`src/core/ccrm_pkg.sv`:
```
package ccrm_pkg;

   localparam int NREG = 20;
   localparam logic [7:0] ADDR_STEP = 8'h01;

   // Register offsets
   localparam logic [7:0] OFS_AUDIO_CONVERTER_SUBSYSTEM = 8'h01;
   localparam logic [7:0] OFS_VOICE_CONVERTER_SYSTEM = 8'h02;
   localparam logic [7:0] OFS_STATUS_OUTPUT = 8'h0f;
   localparam logic [7:0] OFS_DAC_CHANNEL_SELECT = 8'h10;
   localparam logic [7:0] OFS_DAC_SHARED_FEATURES = 8'h11;
   localparam logic [7:0] OFS_DAC_CHANNEL_ONE = 8'h12;
   localparam logic [7:0] OFS_DAC_CHANNEL_TWO = 8'h13;
   localparam logic [7:0] OFS_DAC_CHANNEL_THREE = 8'h14;
   localparam logic [7:0] OFS_DAC_CHANNEL_FOUR = 8'h15;
   localparam logic [7:0] OFS_DAC_CHANNEL_FIVE = 8'h16;
   localparam logic [7:0] OFS_DAC_CHANNEL_SIX = 8'h17;
   localparam logic [7:0] OFS_MIX_CHANNEL_ONE = 8'h18;
   localparam logic [7:0] OFS_MIX_CHANNEL_TWO = 8'h19;
   localparam logic [7:0] OFS_MIX_CHANNEL_THREE = 8'h1a;
   localparam logic [7:0] OFS_MIX_CHANNEL_FOUR = 8'h1b;
   localparam logic [7:0] OFS_MIX_CHANNEL_FIVE = 8'h1c;
   localparam logic [7:0] OFS_MIX_CHANNEL_SIX = 8'h1d;
   localparam logic [7:0] OFS_VOICE_INPUT_GAIN = 8'h21;
   localparam logic [7:0] OFS_SUPPLEMENTAL_SETTINGS_A = 8'h30;
   localparam logic [7:0] OFS_SUPPLEMENTAL_SETTINGS_B = 8'h31;

   localparam logic [7:0] REG_OFS [0:NREG-1] = '{
      OFS_AUDIO_CONVERTER_SUBSYSTEM, OFS_VOICE_CONVERTER_SYSTEM, OFS_STATUS_OUTPUT,
      OFS_DAC_CHANNEL_SELECT, OFS_DAC_SHARED_FEATURES,
      OFS_DAC_CHANNEL_ONE, OFS_DAC_CHANNEL_TWO, OFS_DAC_CHANNEL_THREE,
      OFS_DAC_CHANNEL_FOUR, OFS_DAC_CHANNEL_FIVE, OFS_DAC_CHANNEL_SIX,
      OFS_MIX_CHANNEL_ONE, OFS_MIX_CHANNEL_TWO, OFS_MIX_CHANNEL_THREE,
      OFS_MIX_CHANNEL_FOUR, OFS_MIX_CHANNEL_FIVE, OFS_MIX_CHANNEL_SIX,
      OFS_VOICE_INPUT_GAIN, OFS_SUPPLEMENTAL_SETTINGS_A, OFS_SUPPLEMENTAL_SETTINGS_B};

   localparam int IDX_STATUS = 2;
   localparam int IDX_SHARED = 4;
   localparam int IDX_DAC_FIRST = 5;
   localparam int IDX_MIX_FIRST = 11;
   localparam int IDX_SUPP_B = 19;

   // Field layout of feature words
   localparam int POS_ICS = 14;
   localparam int POS_DE = 11;
   localparam int POS_PD = 10;
   localparam int POS_MT = 9;
   localparam int POS_QM = 8;
   localparam int POS_VC = 0;
   localparam int POS_SOFT_MUTE = 0;

   localparam logic [15:0] MASK_ALL = 16'hffff;
   localparam logic [15:0] MASK_NO_ICS = 16'h3fff;
   localparam logic [15:0] MASK_NO_DE = 16'hc7ff;
   localparam logic [15:0] MASK_NO_ICS_DE = 16'h07ff;
   localparam logic [15:0] MASK_NONE = 16'h0000;

   // Bits that hold state on a direct write
   localparam logic [15:0] WR_MASK [0:NREG-1] = '{
      MASK_ALL, MASK_ALL, MASK_NONE, MASK_ALL, MASK_ALL,
      MASK_ALL, MASK_ALL, MASK_ALL, MASK_ALL, MASK_ALL, MASK_ALL,
      MASK_NO_DE, MASK_NO_ICS_DE, MASK_NO_DE, MASK_NO_ICS_DE, MASK_NO_DE, MASK_NO_ICS_DE,
      MASK_ALL, MASK_ALL, MASK_ALL};

   // Fields taken over from a shared feature write
   localparam logic [15:0] BC_MASK [0:NREG-1] = '{
      MASK_NONE, MASK_NONE, MASK_NONE, MASK_NONE, MASK_NONE,
      MASK_ALL, MASK_NO_ICS, MASK_ALL, MASK_NO_ICS, MASK_ALL, MASK_NO_ICS,
      MASK_NO_DE, MASK_NO_ICS_DE, MASK_NO_DE, MASK_NO_ICS_DE, MASK_NO_DE, MASK_NO_ICS_DE,
      MASK_NONE, MASK_NONE, MASK_NONE};

   localparam logic [15:0] RESET_WORD = 16'h0000;
   localparam logic SOFT_MUTE_DEFAULT = 1'b0;
   localparam int SOFT_MUTE_LONG_SAMPLES = 2048;

   typedef struct packed {
      logic valid;
      logic [7:0] data;
   } ccrm_byte_type;

   typedef struct packed {
      logic [1:0] input_channel_selection;
      logic [2:0] deemphasis_setting;
      logic channel_power_down;
      logic channel_mute;
      logic quick_mute_select;
      logic [7:0] volume_code;
   } ccrm_chan_type;

endpackage

```
`src/core/ccrm_register_map.sv`:
```
`timescale 1ns/1ns
module ccrm_register_map
(
   // Clock and reset
   input wire logic clk_in,
   input wire logic rst_in,
   // Transfer control from the serial port
   input wire logic xfer_start_in,
   input wire logic [7:0] xfer_addr_in,
   input ccrm_pkg::ccrm_byte_type wr_byte_in,
   input wire logic rd_byte_req_in,
   // Device state shown in the status register
   input wire logic [15:0] status_in,
   // Read answer
   output logic [7:0] rd_byte_out,
   output logic rd_byte_valid_out,
   output logic addr_valid_out,
   // Settings to the converters
   output logic [ccrm_pkg::NREG-1:0][15:0] settings_out,
   output ccrm_pkg::ccrm_chan_type [5:0] dac_chan_out,
   output ccrm_pkg::ccrm_chan_type [5:0] mix_chan_out,
   output logic soft_mute_long_out
);
   import ccrm_pkg::*;

   logic [15:0] regs [0:NREG-1];
   logic [7:0] addr_ptr;
   logic second_byte;
   logic [7:0] held_msb;
   logic wr_commit;
   logic [15:0] wr_word;
   logic [15:0] rd_word;
   logic [4:0] ptr_idx;
   logic ptr_hit;

   // Address decode, shared by write and read
   function automatic logic [5:0] decode(input logic [7:0] addr);
      logic [5:0] res;
      res = 6'h00;
      for (int i = 0; i < NREG; i++)
      begin
         if (REG_OFS[i] == addr)
         begin
            res = {1'b1, 5'(i)};
         end
      end
      return res;
   endfunction

   assign {ptr_hit, ptr_idx} = decode(addr_ptr);
   assign addr_valid_out = ptr_hit;

   assign wr_commit = wr_byte_in.valid && second_byte && !xfer_start_in;
   assign wr_word = {held_msb, wr_byte_in.data};

   always_ff @(posedge clk_in or posedge rst_in)
   begin
      if (rst_in)
      begin
         addr_ptr <= 8'h00;
         second_byte <= 1'b0;
         held_msb <= 8'h00;
      end
      else if (xfer_start_in)
      begin
         addr_ptr <= xfer_addr_in;
         second_byte <= 1'b0;
      end
      else if (wr_byte_in.valid || rd_byte_req_in)
      begin
         second_byte <= !second_byte;
         if (!second_byte)
         begin
            held_msb <= wr_byte_in.data;
         end
         else
         begin
            addr_ptr <= addr_ptr + ADDR_STEP;
         end
      end
   end

   // Storage with direct and broadcast writes
   for (genvar g = 0; g < NREG; g++)
   begin : g_reg
      if (g == IDX_STATUS)
      begin : g_ro
         assign regs[g] = status_in;
      end
      else
      begin : g_rw
         always_ff @(posedge clk_in or posedge rst_in)
         begin
            if (rst_in)
            begin
               regs[g] <= RESET_WORD;
            end
            else if (wr_commit && ptr_hit && ptr_idx == 5'(g))
            begin
               regs[g] <= wr_word & WR_MASK[g];
            end
            else if (wr_commit && ptr_hit && ptr_idx == 5'(IDX_SHARED))
            begin
               regs[g] <= (regs[g] & ~BC_MASK[g]) | (wr_word & BC_MASK[g]);
            end
         end
      end
      assign settings_out[g] = regs[g];
   end

   // status read comes straight from the device
   assign rd_word = ptr_hit ? regs[ptr_idx] : 16'h0000;

   // most significant byte goes out first
   always_ff @(posedge clk_in or posedge rst_in)
   begin
      if (rst_in)
      begin
         rd_byte_out <= 8'h00;
         rd_byte_valid_out <= 1'b0;
      end
      else
      begin
         rd_byte_valid_out <= rd_byte_req_in && !xfer_start_in;
         if (rd_byte_req_in && !xfer_start_in)
         begin
            rd_byte_out <= second_byte ? rd_word[7:0] : rd_word[15:8];
         end
      end
   end

   for (genvar c = 0; c < 6; c++)
   begin : g_chan
      assign dac_chan_out[c] = ccrm_chan_type'(regs[IDX_DAC_FIRST + c]);
      assign mix_chan_out[c] = ccrm_chan_type'(regs[IDX_MIX_FIRST + c]);
   end

   assign soft_mute_long_out = regs[IDX_SUPP_B][POS_SOFT_MUTE] == SOFT_MUTE_DEFAULT;

endmodule // ccrm_register_map

```
`config.mk`:
```
export PLATFORM = sky130hd
export DESIGN_NAME = ccrm_register_map
export DESIGN_NICKNAME = d
export VERILOG_FILES = /design/src/core/ccrm_pkg.sv /design/src/core/ccrm_register_map.sv
export SDC_FILE = /design/constraint.sdc
export NUM_CORES = 1
export LEC_CHECK = 0
export BUFFER_PORTS_ARGS = -buffer_cell sky130_fd_sc_hd__buf_2
export CAP_MARGIN = 20
export CELL_PAD_IN_SITES_DETAIL_PLACEMENT = 1
export CELL_PAD_IN_SITES_GLOBAL_PLACEMENT = 1
export CORE_AREA = 3 3 215 217
export CTS_CLUSTER_DIAMETER = 80
export DETAILED_ROUTE_END_ITERATION = 10
export DIE_AREA = 0 0 218 220
export HOLD_SLACK_MARGIN = 0.12
export PLACE_DENSITY_LB_ADDON = 0.1
export SYNTH_ARGS = -nofsm -noshare
export SYNTH_HDL_FRONTEND = slang
export SYNTH_SLANG_ARGS = --single-unit
```
`constraint.sdc`:
```
create_clock -name clk_in -period 30.5 [get_ports clk_in]
set_input_delay 4.575 -clock clk_in [delete_from_list [all_inputs] [get_ports clk_in]]
set_output_delay 4.575 -clock clk_in [all_outputs]
set_load 0.005 [all_outputs]
```
; Word level (Yosys, flattened, before mapping)
; Cells that the tools add are included.
[word_totals]
ff_bits = 330
inputBits = 37
out_inout_bits = 523
elab_cells = 172
[classes]
addsub = 1
order_cmp = 1
eq_ne = 38
muxes = 52
bitwise = 13
reduce_logical = 43
[ops]
columns = operator, n
row1 = $mux 16, 25
row2 = $mux 6, 20
row3 = $eq 5x8->1 const A, 14
row4 = $bmux 16 s5, 1
row5 = $or 14x16->16, 3
row6 = $or 16x11->16, 3
row7 = $or 16x14->16, 3
row8 = $eq 5x4->1 const B, 8
row9 = $mux 8, 4
row10 = $reduce_bool 2->1, 14
row11 = $eq 6x8->1 const A, 3
row12 = $logic_and 1x1->1, 23
row13 = $eq 5x3->1 const B, 4
row14 = $eq 5x5->1 const B, 4
row15 = $add 8x1->8 const B, 1
row16 = $eq 1x8->1 const A, 1
row17 = $eq 2x8->1 const A, 1
row18 = $eq 4x8->1 const A, 1
row19 = $ge 6x6->1 const B, 1
row20 = $not 5->6, 1
row21 = $eq 5x1->1 const B, 1
row22 = $eq 5x2->1 const B, 1
row23 = $logic_not 5->1, 1
row24 = $not 1->1, 3
row25 = 5 further kinds, 7

; Depth between registers and ports, before layout
; Gate-level depths: netlist of the first run.
[logic_depth]
ltp_word = 27
ltp_mapped = 16

; Worst setup path after synthesis of the first run
; OpenSTA, ideal clock, no wires.
[synth_timing]
kind = in2out
startpoint = input port status_in[0]
endpoint = output port settings_out[32] (netlist bit)
t_arrival_ns = 4.686
required_ns = 25.925
setup_slack_ns = 21.239
stages = 1
n_path_buf = 1
path_cell_list = buf_4
[synth_lines]
columns = element, line_no
row1 = "start, declared", ccrm_register_map.sv:13  ; input wire logic [15:0] status_in,
row2 = "end, declared", ccrm_register_map.sv:19  ; output logic [ccrm_pkg::NREG-1:0][15:0] settings_out,
; No word-level cell between the ends.

; Final worst setup path of the first run
[layout_timing]
startpoint = input port status_in[15]
endpoint = output port settings_out[47] (netlist bit)
; No word-level cell between the ends.

==> run_results.csv, run 1 <==
group,metric,value,unit
status,run_status,"finished, final reports clean",
timing,setup_viol,0,
floorplan,dieHeight,220,um
logic_synthesis,synthAdderAreaFrac,0.302,%
global_routing,grt_pass1_vias,13400,
logic_synthesis,yosys.area_share.simple,7.83,%
routing,routed_via_density,5.58,
global_routing,antenna_found_initial,3,
clocking,htree_levels,2,
placement,place.port_buffers,511,
floorplan,die_area,48000,um^2
cells_and_area,postLayoutCoreUtil,43.3,%
logic_synthesis,yosys_warnings,0,
routing,wl_per_cell,30.9,um
logic_synthesis,synth_top_family_by_area,"multiplexers",
logic_synthesis,synthMuxAreaShare,20.3,%
setup_path,critPathTopFamily,"buffers and inverters",
clocking,path_clk_slew,0.06,ns
logic_synthesis,synth_compound_area_share,10.7,%
placement,dpl.hpwl,50400,um
clocking,cts_buffer_depth,3,
floorplan,core_area,44300,um^2
setup_path,critPathMostFrequentCell,"buf_2",
worst_hold_path,min_delay_path_depth,2,
setup_path,ff2ff_setup_slack,25.49,ns
setup_path,setup.worst_path.start_class,"input pin",
floorplan,rows,77,
cells_and_area,drive_above_1_share,51.9,%
power,ir_drop,32.3,uV
worst_hold_path,hp-start,"rd_byte_out[5]",
power,pwr-share-clk,42.1,%
timing,rsz0062_at_grt,"false",
timing,finalHoldViolCount,0,
timing,holdWs,0.487,ns
cells_and_area,most-common-layout-cells,"buf_2, dfrtp_1, mux2_2, nor3_1, o22ai_1",
logic_synthesis,synth_flop_cell,"dfrtp_1",
global_routing,gr-usage-all-layers,29.0,%
clocking,cts_tree,"built",
clocking,clockRootBuffer,"clkbuf_16",
cells_and_area,final_nets,1763,
global_routing,grt_pass1_wl,101000,um
logic_synthesis,ys_types,91,
clocking,postCtsSetupBuffers,0,
setup_path,critPathSlowestCell,"buf_2",
power,p_leak,10.6,nW
setup_path,crit_chain,"buf_2 > buf_2",
cells_and_area,antenna_cells,0,
routing,dr_total_vias,13100,
floorplan,ios,560,
timing,max_slew_margin,25.0,%
logic_synthesis,syn_area,16500,um^2
power,comb_power_share,14.5,%
setup_path,r2r-end,"rd_byte_out[5]",
placement,gp_routability_congestion,0.813,
timing,period_needed,9.40,ns
logic_synthesis,syn_inst,1437,
setup_path,rr_worst_depth,12,
timing,fmax,106,MHz
routing,drc,0,
clocking,hold_buffers,0,
clocking,insertion_delay,0.56,ns
clocking,post_cts_resized,0,
logic_synthesis,async_reset_ff_share,100,%
clocking,clock_sinks,306,
clocking,cts_buffers,37,
setup_path,cp_num_buf_inv,2,
power,power.internal,0.000739,W
setup_path,critPathKind,"input pin to output port",
worst_hold_path,hp-class,"flip-flop to flip-flop",
routing,drt-total-wl,72300,um
setup_path,worstPathMaxFanout,2,
setup_path,crit_required,25.93,ns
power,p_switching,0.000308,W
power,switching_share,29.4,%
worst_hold_path,worst_hold_path.endpoint,"rd_byte_out[5]",
timing,fin_crit_sh,30.8,%
setup_path,slowest_delay,0.13,ns
power,powerDensity,54.6,nW/um^2
global_routing,grt_max_degree,104,
routing,postRouteAntennaNets,0,
power,seq_power_share,43.5,%
floorplan,initial_core_util,37.3,%
timing,finalSetupTns,0,ns
logic_synthesis,avgSynthCellArea,11.5,um^2
timing,maxSlewViolCount,0,
routing,drt_iter0_drc,714,
floorplan,dieWidth,218,um
cells_and_area,area_growth,15.9,%
routing,drt_first_pass_iters,5,
timing,skew,0.0241,ns
logic_synthesis,ys_seq_elements,306,
setup_path,crit_path_end_kind,"output port",
flow_run,cap_viol_max_count,0,
setup_path,arrival,4.83,ns
global_routing,overflow,0,
logic_synthesis,ys_seq_area_share,46.3,%
setup_path,worstReg2RegStart,"addr_ptr[1]",
power,power.total,0.00105,W
timing,worst_pin_slew,1.12,ns
logic_synthesis,synth-edff-count,0,
logic_synthesis,synth_xor_area_share,0.423,%
cells_and_area,final_common_cell,"buf_2",
[power groups by stage]
stage | Sequential (W) | Clock, W | Combinational [W]
after global routing | 0.000458 | 0.000466 | 0.000163
after CTS | 0.000455 | 0.000450 | 0.000151
final | 0.000455 | 0.000440 | 0.000151
after detailed placement | 0.000462 | 0 | 0.000150
after global placement | 0.000461 | 0 | 0.000149
after floorplan | 0.000443 | 0 | 0.000103
[worst max path at each step]
stage	start	endpoint	slack, ns	cells after the start
after floorplan	rst_in	addr_ptr[0]	17.47	1
after global placement	status_in[15]	settings_out[47]	21.10	2
after detailed placement	status_in[15]	settings_out[47]	21.09	2
after CTS	status_in[15]	settings_out[47]	21.09	2
after global routing	status_in[15]	settings_out[47]	21.09	2
final	status_in[15]	settings_out[47]	21.10	2
[layout make-up]
type	count	area (um^2)
clock buffers	55	1070
clock inverters	9	106
fillers	4956	25100
inverters	9	41.3
multi-input cells	833	6790
flip-flops and latches	306	7660
well taps	592	741
repair buffers	535	2760
[layer usage]
| metal | global-route usage, % | part of all wire (%) | vias up |
|---|---|---|---|
| met2 | 48.1 | 48 | 512 |
| met5 | 0 | 0.0097 | - |
| li1 | - | - | 5501 |
| met3 | 5.23 | 6.1 | 88 |
| met1 | 39.2 | 43 | 6958 |
| met4 | 8.02 | 2.4 | 2 |
[synthesized netlist by cell type (all sizes together) (5+ instances only)]
cell | instances | area share (%)
clkbuf | 37 | 0.84
nor4 | 5 | 0.28
buf | 299 | 13
a21oi | 16 | 0.60
a221oi | 12 | 0.67
o21ai | 55 | 1.9
a221o | 6 | 0.36
inv | 9 | 0.20
nand3 | 21 | 0.74
a211oi | 6 | 0.27
o22ai | 62 | 2.3
dfrtp | 306 | 46
nand2 | 62 | 1.6
a22oi | 9 | 0.41
o221ai | 17 | 0.94
nand2b | 5 | 0.19
or3 | 8 | 0.33
a31oi | 8 | 0.30
and3 | 8 | 0.30
mux2 | 288 | 20
o31ai | 13 | 0.67
nor3 | 68 | 2.3
nor2 | 38 | 0.95
[state kept, by name, indices dropped and copies added, names as in the netlist]
| signal | count |
|---|---|
| dac_chan_out | 96 |
| mix_chan_out | 72 |
| held_msb | 8 |
| addr_ptr | 8 |
| rd_byte_valid_out | 1 |
| rd_byte_out | 8 |
| second_byte | 1 |
| settings_out | 112 |
[cells by family after synthesis]
group | count (synthesis)
flip-flops | 306
buffers and inverters | 345
multiplexers | 290
other | 1
AND/OR/NAND/NOR | 236
adder cells (fa/ha/maj) | 4
AO/OA/AOI/OAI | 247
XOR/XNOR | 8
[metrics by stage]
step | instances | setup slack (ns) | area [um^2]
after floorplan | 1484 | 17.47 | 16700
after global placement | 2274 | 21.10 | 18000
after detailed placement | 2274 | 21.09 | 18000
after CTS | 2338 | 21.09 | 19100
after global routing | 2339 | 21.09 | 19200
final | 2339 | 21.10 | 19200
No activity file was read; power rests on OpenSTA's default activity.
==> inputs of run 2 (changes only) <==
Settings changed: ABC_AREA set to 1, CORE_AREA 3 3 215 217 to 3 3 232 234, DIE_AREA 0 0 218 220 to 0 0 235 237.
Clock period 30.5 ns to 7.8 ns, I/O delays scaled along.
==> run 2 against run 1 <==
Effect of this change:
- first-iteration DRC count increased by 49%
- via count increased by 22%
- flip-flop and latch count stayed put
- critical path depth grew 13
- routed wire length up 5.3%
- area after synthesis increased by 3.5%
- worst hold slack got worse by 0.0047 ns
- die area is 16% higher
- power rose to 4.6 times the previous value
- largest power group is now clock
==> run_results.csv, run 2 <==
group,metric,value,unit
logic_synthesis,yosys-top-cells-count,"nand2_1, dfrtp_1, o21ai_0",
clocking,cts_buffer_depth,3,
timing,finalSetupTns,0,ns
timing,finalHoldViolCount,0,
timing,period_needed,4.97,ns
floorplan,dieWidth,235,um
placement,gp_routability_congestion,0.864,
logic_synthesis,synth_top_area_share,44.7,%
global_routing,grt_pass1_vias,16300,
cells_and_area,final_common_cell,"nand2_1",
cells_and_area,register_area,7660,um^2
setup_path,worstPathMaxFanout,41,
power,ir_drop,123,uV
clocking,insertion_delay,0.57,ns
global_routing,grt_pass1_wl,111000,um
clocking,cts_tree,"built",
cells_and_area,largest_register_ffs,112,
logic_synthesis,synth-edff-count,0,
timing,rsz0062_at_grt,"false",
flow_run,cap_viol_max_count,0,
floorplan,ios,560,
logic_synthesis,post-synth-top-count-cell,"nand2_1",
timing,worst_pin_slew,1.09,ns
routing,routed_via_density,4.90,
routing,drt_iter0_drc,1063,
global_routing,overflow,0,
routing,dr_total_vias,16000,
worst_hold_path,hp-class,"flip-flop to flip-flop",
logic_synthesis,synth_area_leader_cell,"dfrtp_1",
logic_synthesis,ys_seq_area_share,44.7,%
logic_synthesis,ys_top_cells_by_area,"dfrtp_1, nand2_1, buf_4",
global_routing,grt_max_degree,120,
placement,dpl.hpwl,56400,um
routing,drc,0,
clocking,htree_levels,2,
clocking,postCtsSetupBuffers,0,
setup_path,crit_path_end_kind,"flip-flop",
floorplan,die_area,55700,um^2
timing,fin_crit_sh,63.7,%
setup_path,arrival,5.37,ns
clocking,post_cts_resized,0,
power,p_leak,10.8,nW
routing,postRouteAntennaNets,0,
logic_synthesis,ys_types,45,
status,run_status,"finished, final reports clean",
placement,dp.cells,3188,
routing,drt-total-wl,76100,um
cells_and_area,drive_above_1_share,25.9,%
timing,max_slew_margin,27.4,%
timing,skew,0.0182,ns
logic_synthesis,ys_seq_elements,306,
power,powerDensity,240,nW/um^2
floorplan,initial_core_util,32.8,%
timing,setup_viol,0,
clocking,hold_buffers,0,
timing,fmax,201,MHz
cells_and_area,instances_no_fill,3263,
global_routing,antenna_found_initial,3,
logic_synthesis,avgSynthCellArea,7.53,um^2
clocking,cts_buffers,40,
setup_path,setup.worst_path.start_class,"flip-flop",
logic_synthesis,async_reset_ff_share,100,%
floorplan,rows,84,
placement,place.port_buffers,511,
clocking,path_clk_slew,0.06,ns
setup_path,critPathKind,"flip-flop to flip-flop",
logic_synthesis,syn_area,17100,um^2
floorplan,dieHeight,237,um
logic_synthesis,synth_flop_cell,"dfrtp_1",
floorplan,core_area,52200,um^2
clocking,clockRootBuffer,"clkbuf_16",
cells_and_area,most-common-layout-cells,"nand2_1, buf_2, dfrtp_1, o21ai_0, inv_1",
setup_path,ff2ff_setup_slack,2.83,ns
power,power.total,0.00480,W
cells_and_area,multiInputGateArea,6460,um^2
setup_path,crit_required,8.20,ns
timing,maxSlewViolCount,0,
cells_and_area,area_growth,16.8,%
logic_synthesis,syn_inst,2275,
routing,drt_first_pass_iters,5,
cells_and_area,final_nets,2588,
clocking,clock_sinks,306,
routing,wl_per_cell,23.3,um
global_routing,gr-usage-all-layers,26.6,%
cells_and_area,fillerInstances,6550,
logic_synthesis,yosys_warnings,0,
[run 2: routing by layer]
metal | share of wire, % | routed length (um) | track usage, %
met1 | 43 | 32400 | 34.4
met2 | 48 | 36700 | 44.8
met3 | 6.1 | 4650 | 5.77
met4 | 3.1 | 2350 | 8.16
met5 | 0 | 0 | 0
[run 2: cell families (layout without fill, tap and decap cells)]
logic type | after synthesis | in the layout | synth area share (%)
adder cells (fa/ha/maj) | 4 | 4 | 0.292
flip-flops | 306 | 306 | 44.7
AO/OA/AOI/OAI | 392 | 392 | 11.9
XOR/XNOR | 2 | 2 | 0.102
other | 1 | 50 | 0.0219
buffers and inverters | 595 | 846 | 18.7
AND/OR/NAND/NOR | 975 | 975 | 24.3
[run 2: layout make-up]
cell class                 count  share of cell area (%)
multi-input combinational   1421                    32.3
tap                          688                    4.30
clock inverter                 9                   0.532
antenna                        2                  0.0250
sequential                   306                    38.3
clock buffer                  59                    5.87
timing repair buffer         536                    14.1
inverter                     242                    4.57
[run 2: path summary, 6_finish.rpt]
check,start,endpoint,depth (start not counted)
hold reg to reg,rd_byte_out[3],rd_byte_out[3],2
setup reg to reg,addr_ptr[1],dac_chan_out[38],15
min in group asynchronous,rst_in,mix_chan_out[4],3
max in group asynchronous,rst_in,dac_chan_out[59],4
hold / removal,rd_byte_out[3],rd_byte_out[3],2
setup / recovery,addr_ptr[1],dac_chan_out[38],15
[run 2: through the flow]
step | area (um^2) | hold slack, ns | util [%] | worst slack [ns]
final | 20000 | 0.482 | 38.3 | 2.83
after detailed placement | 18600 | 0.469 | 35.6 | 2.81
after global routing | 20000 | 0.515 | 38.3 | 2.34
after CTS | 19900 | 0.489 | 38.1 | 2.81
after global placement | 18600 | 0.463 | 35.6 | 2.96
after floorplan | 17300 | 0.453 | - | 2.56
[run 2: power by group]
part / total, W / internal [W] / leakage, nW / switching [W]
combinational: 0.00113 / 0.000340 / 6.24 / 0.000795
clock: 0.00184 / 0.00110 / 0.632 / 0.000737
sequential: 0.00183 / 0.00169 / 3.92 / 0.000137
[run 2: worst max-delay path, cell delays in order, from the launching register on]
cell and delay [ns]:
dfrtp_1 0.41, inv_1 0.12, ha_1 0.15, inv_1 0.08, nor2_2 0.21, inv_2 0.05
nor2_1 0.17, inv_2 0.28, nand2_1 0.23, a21oi_4 0.05, inv_2 0.62, nand2_2 0.62
a21oi_2 1.04, inv_1 0.51, nand2_1 0.15, o21ai_0 0.10
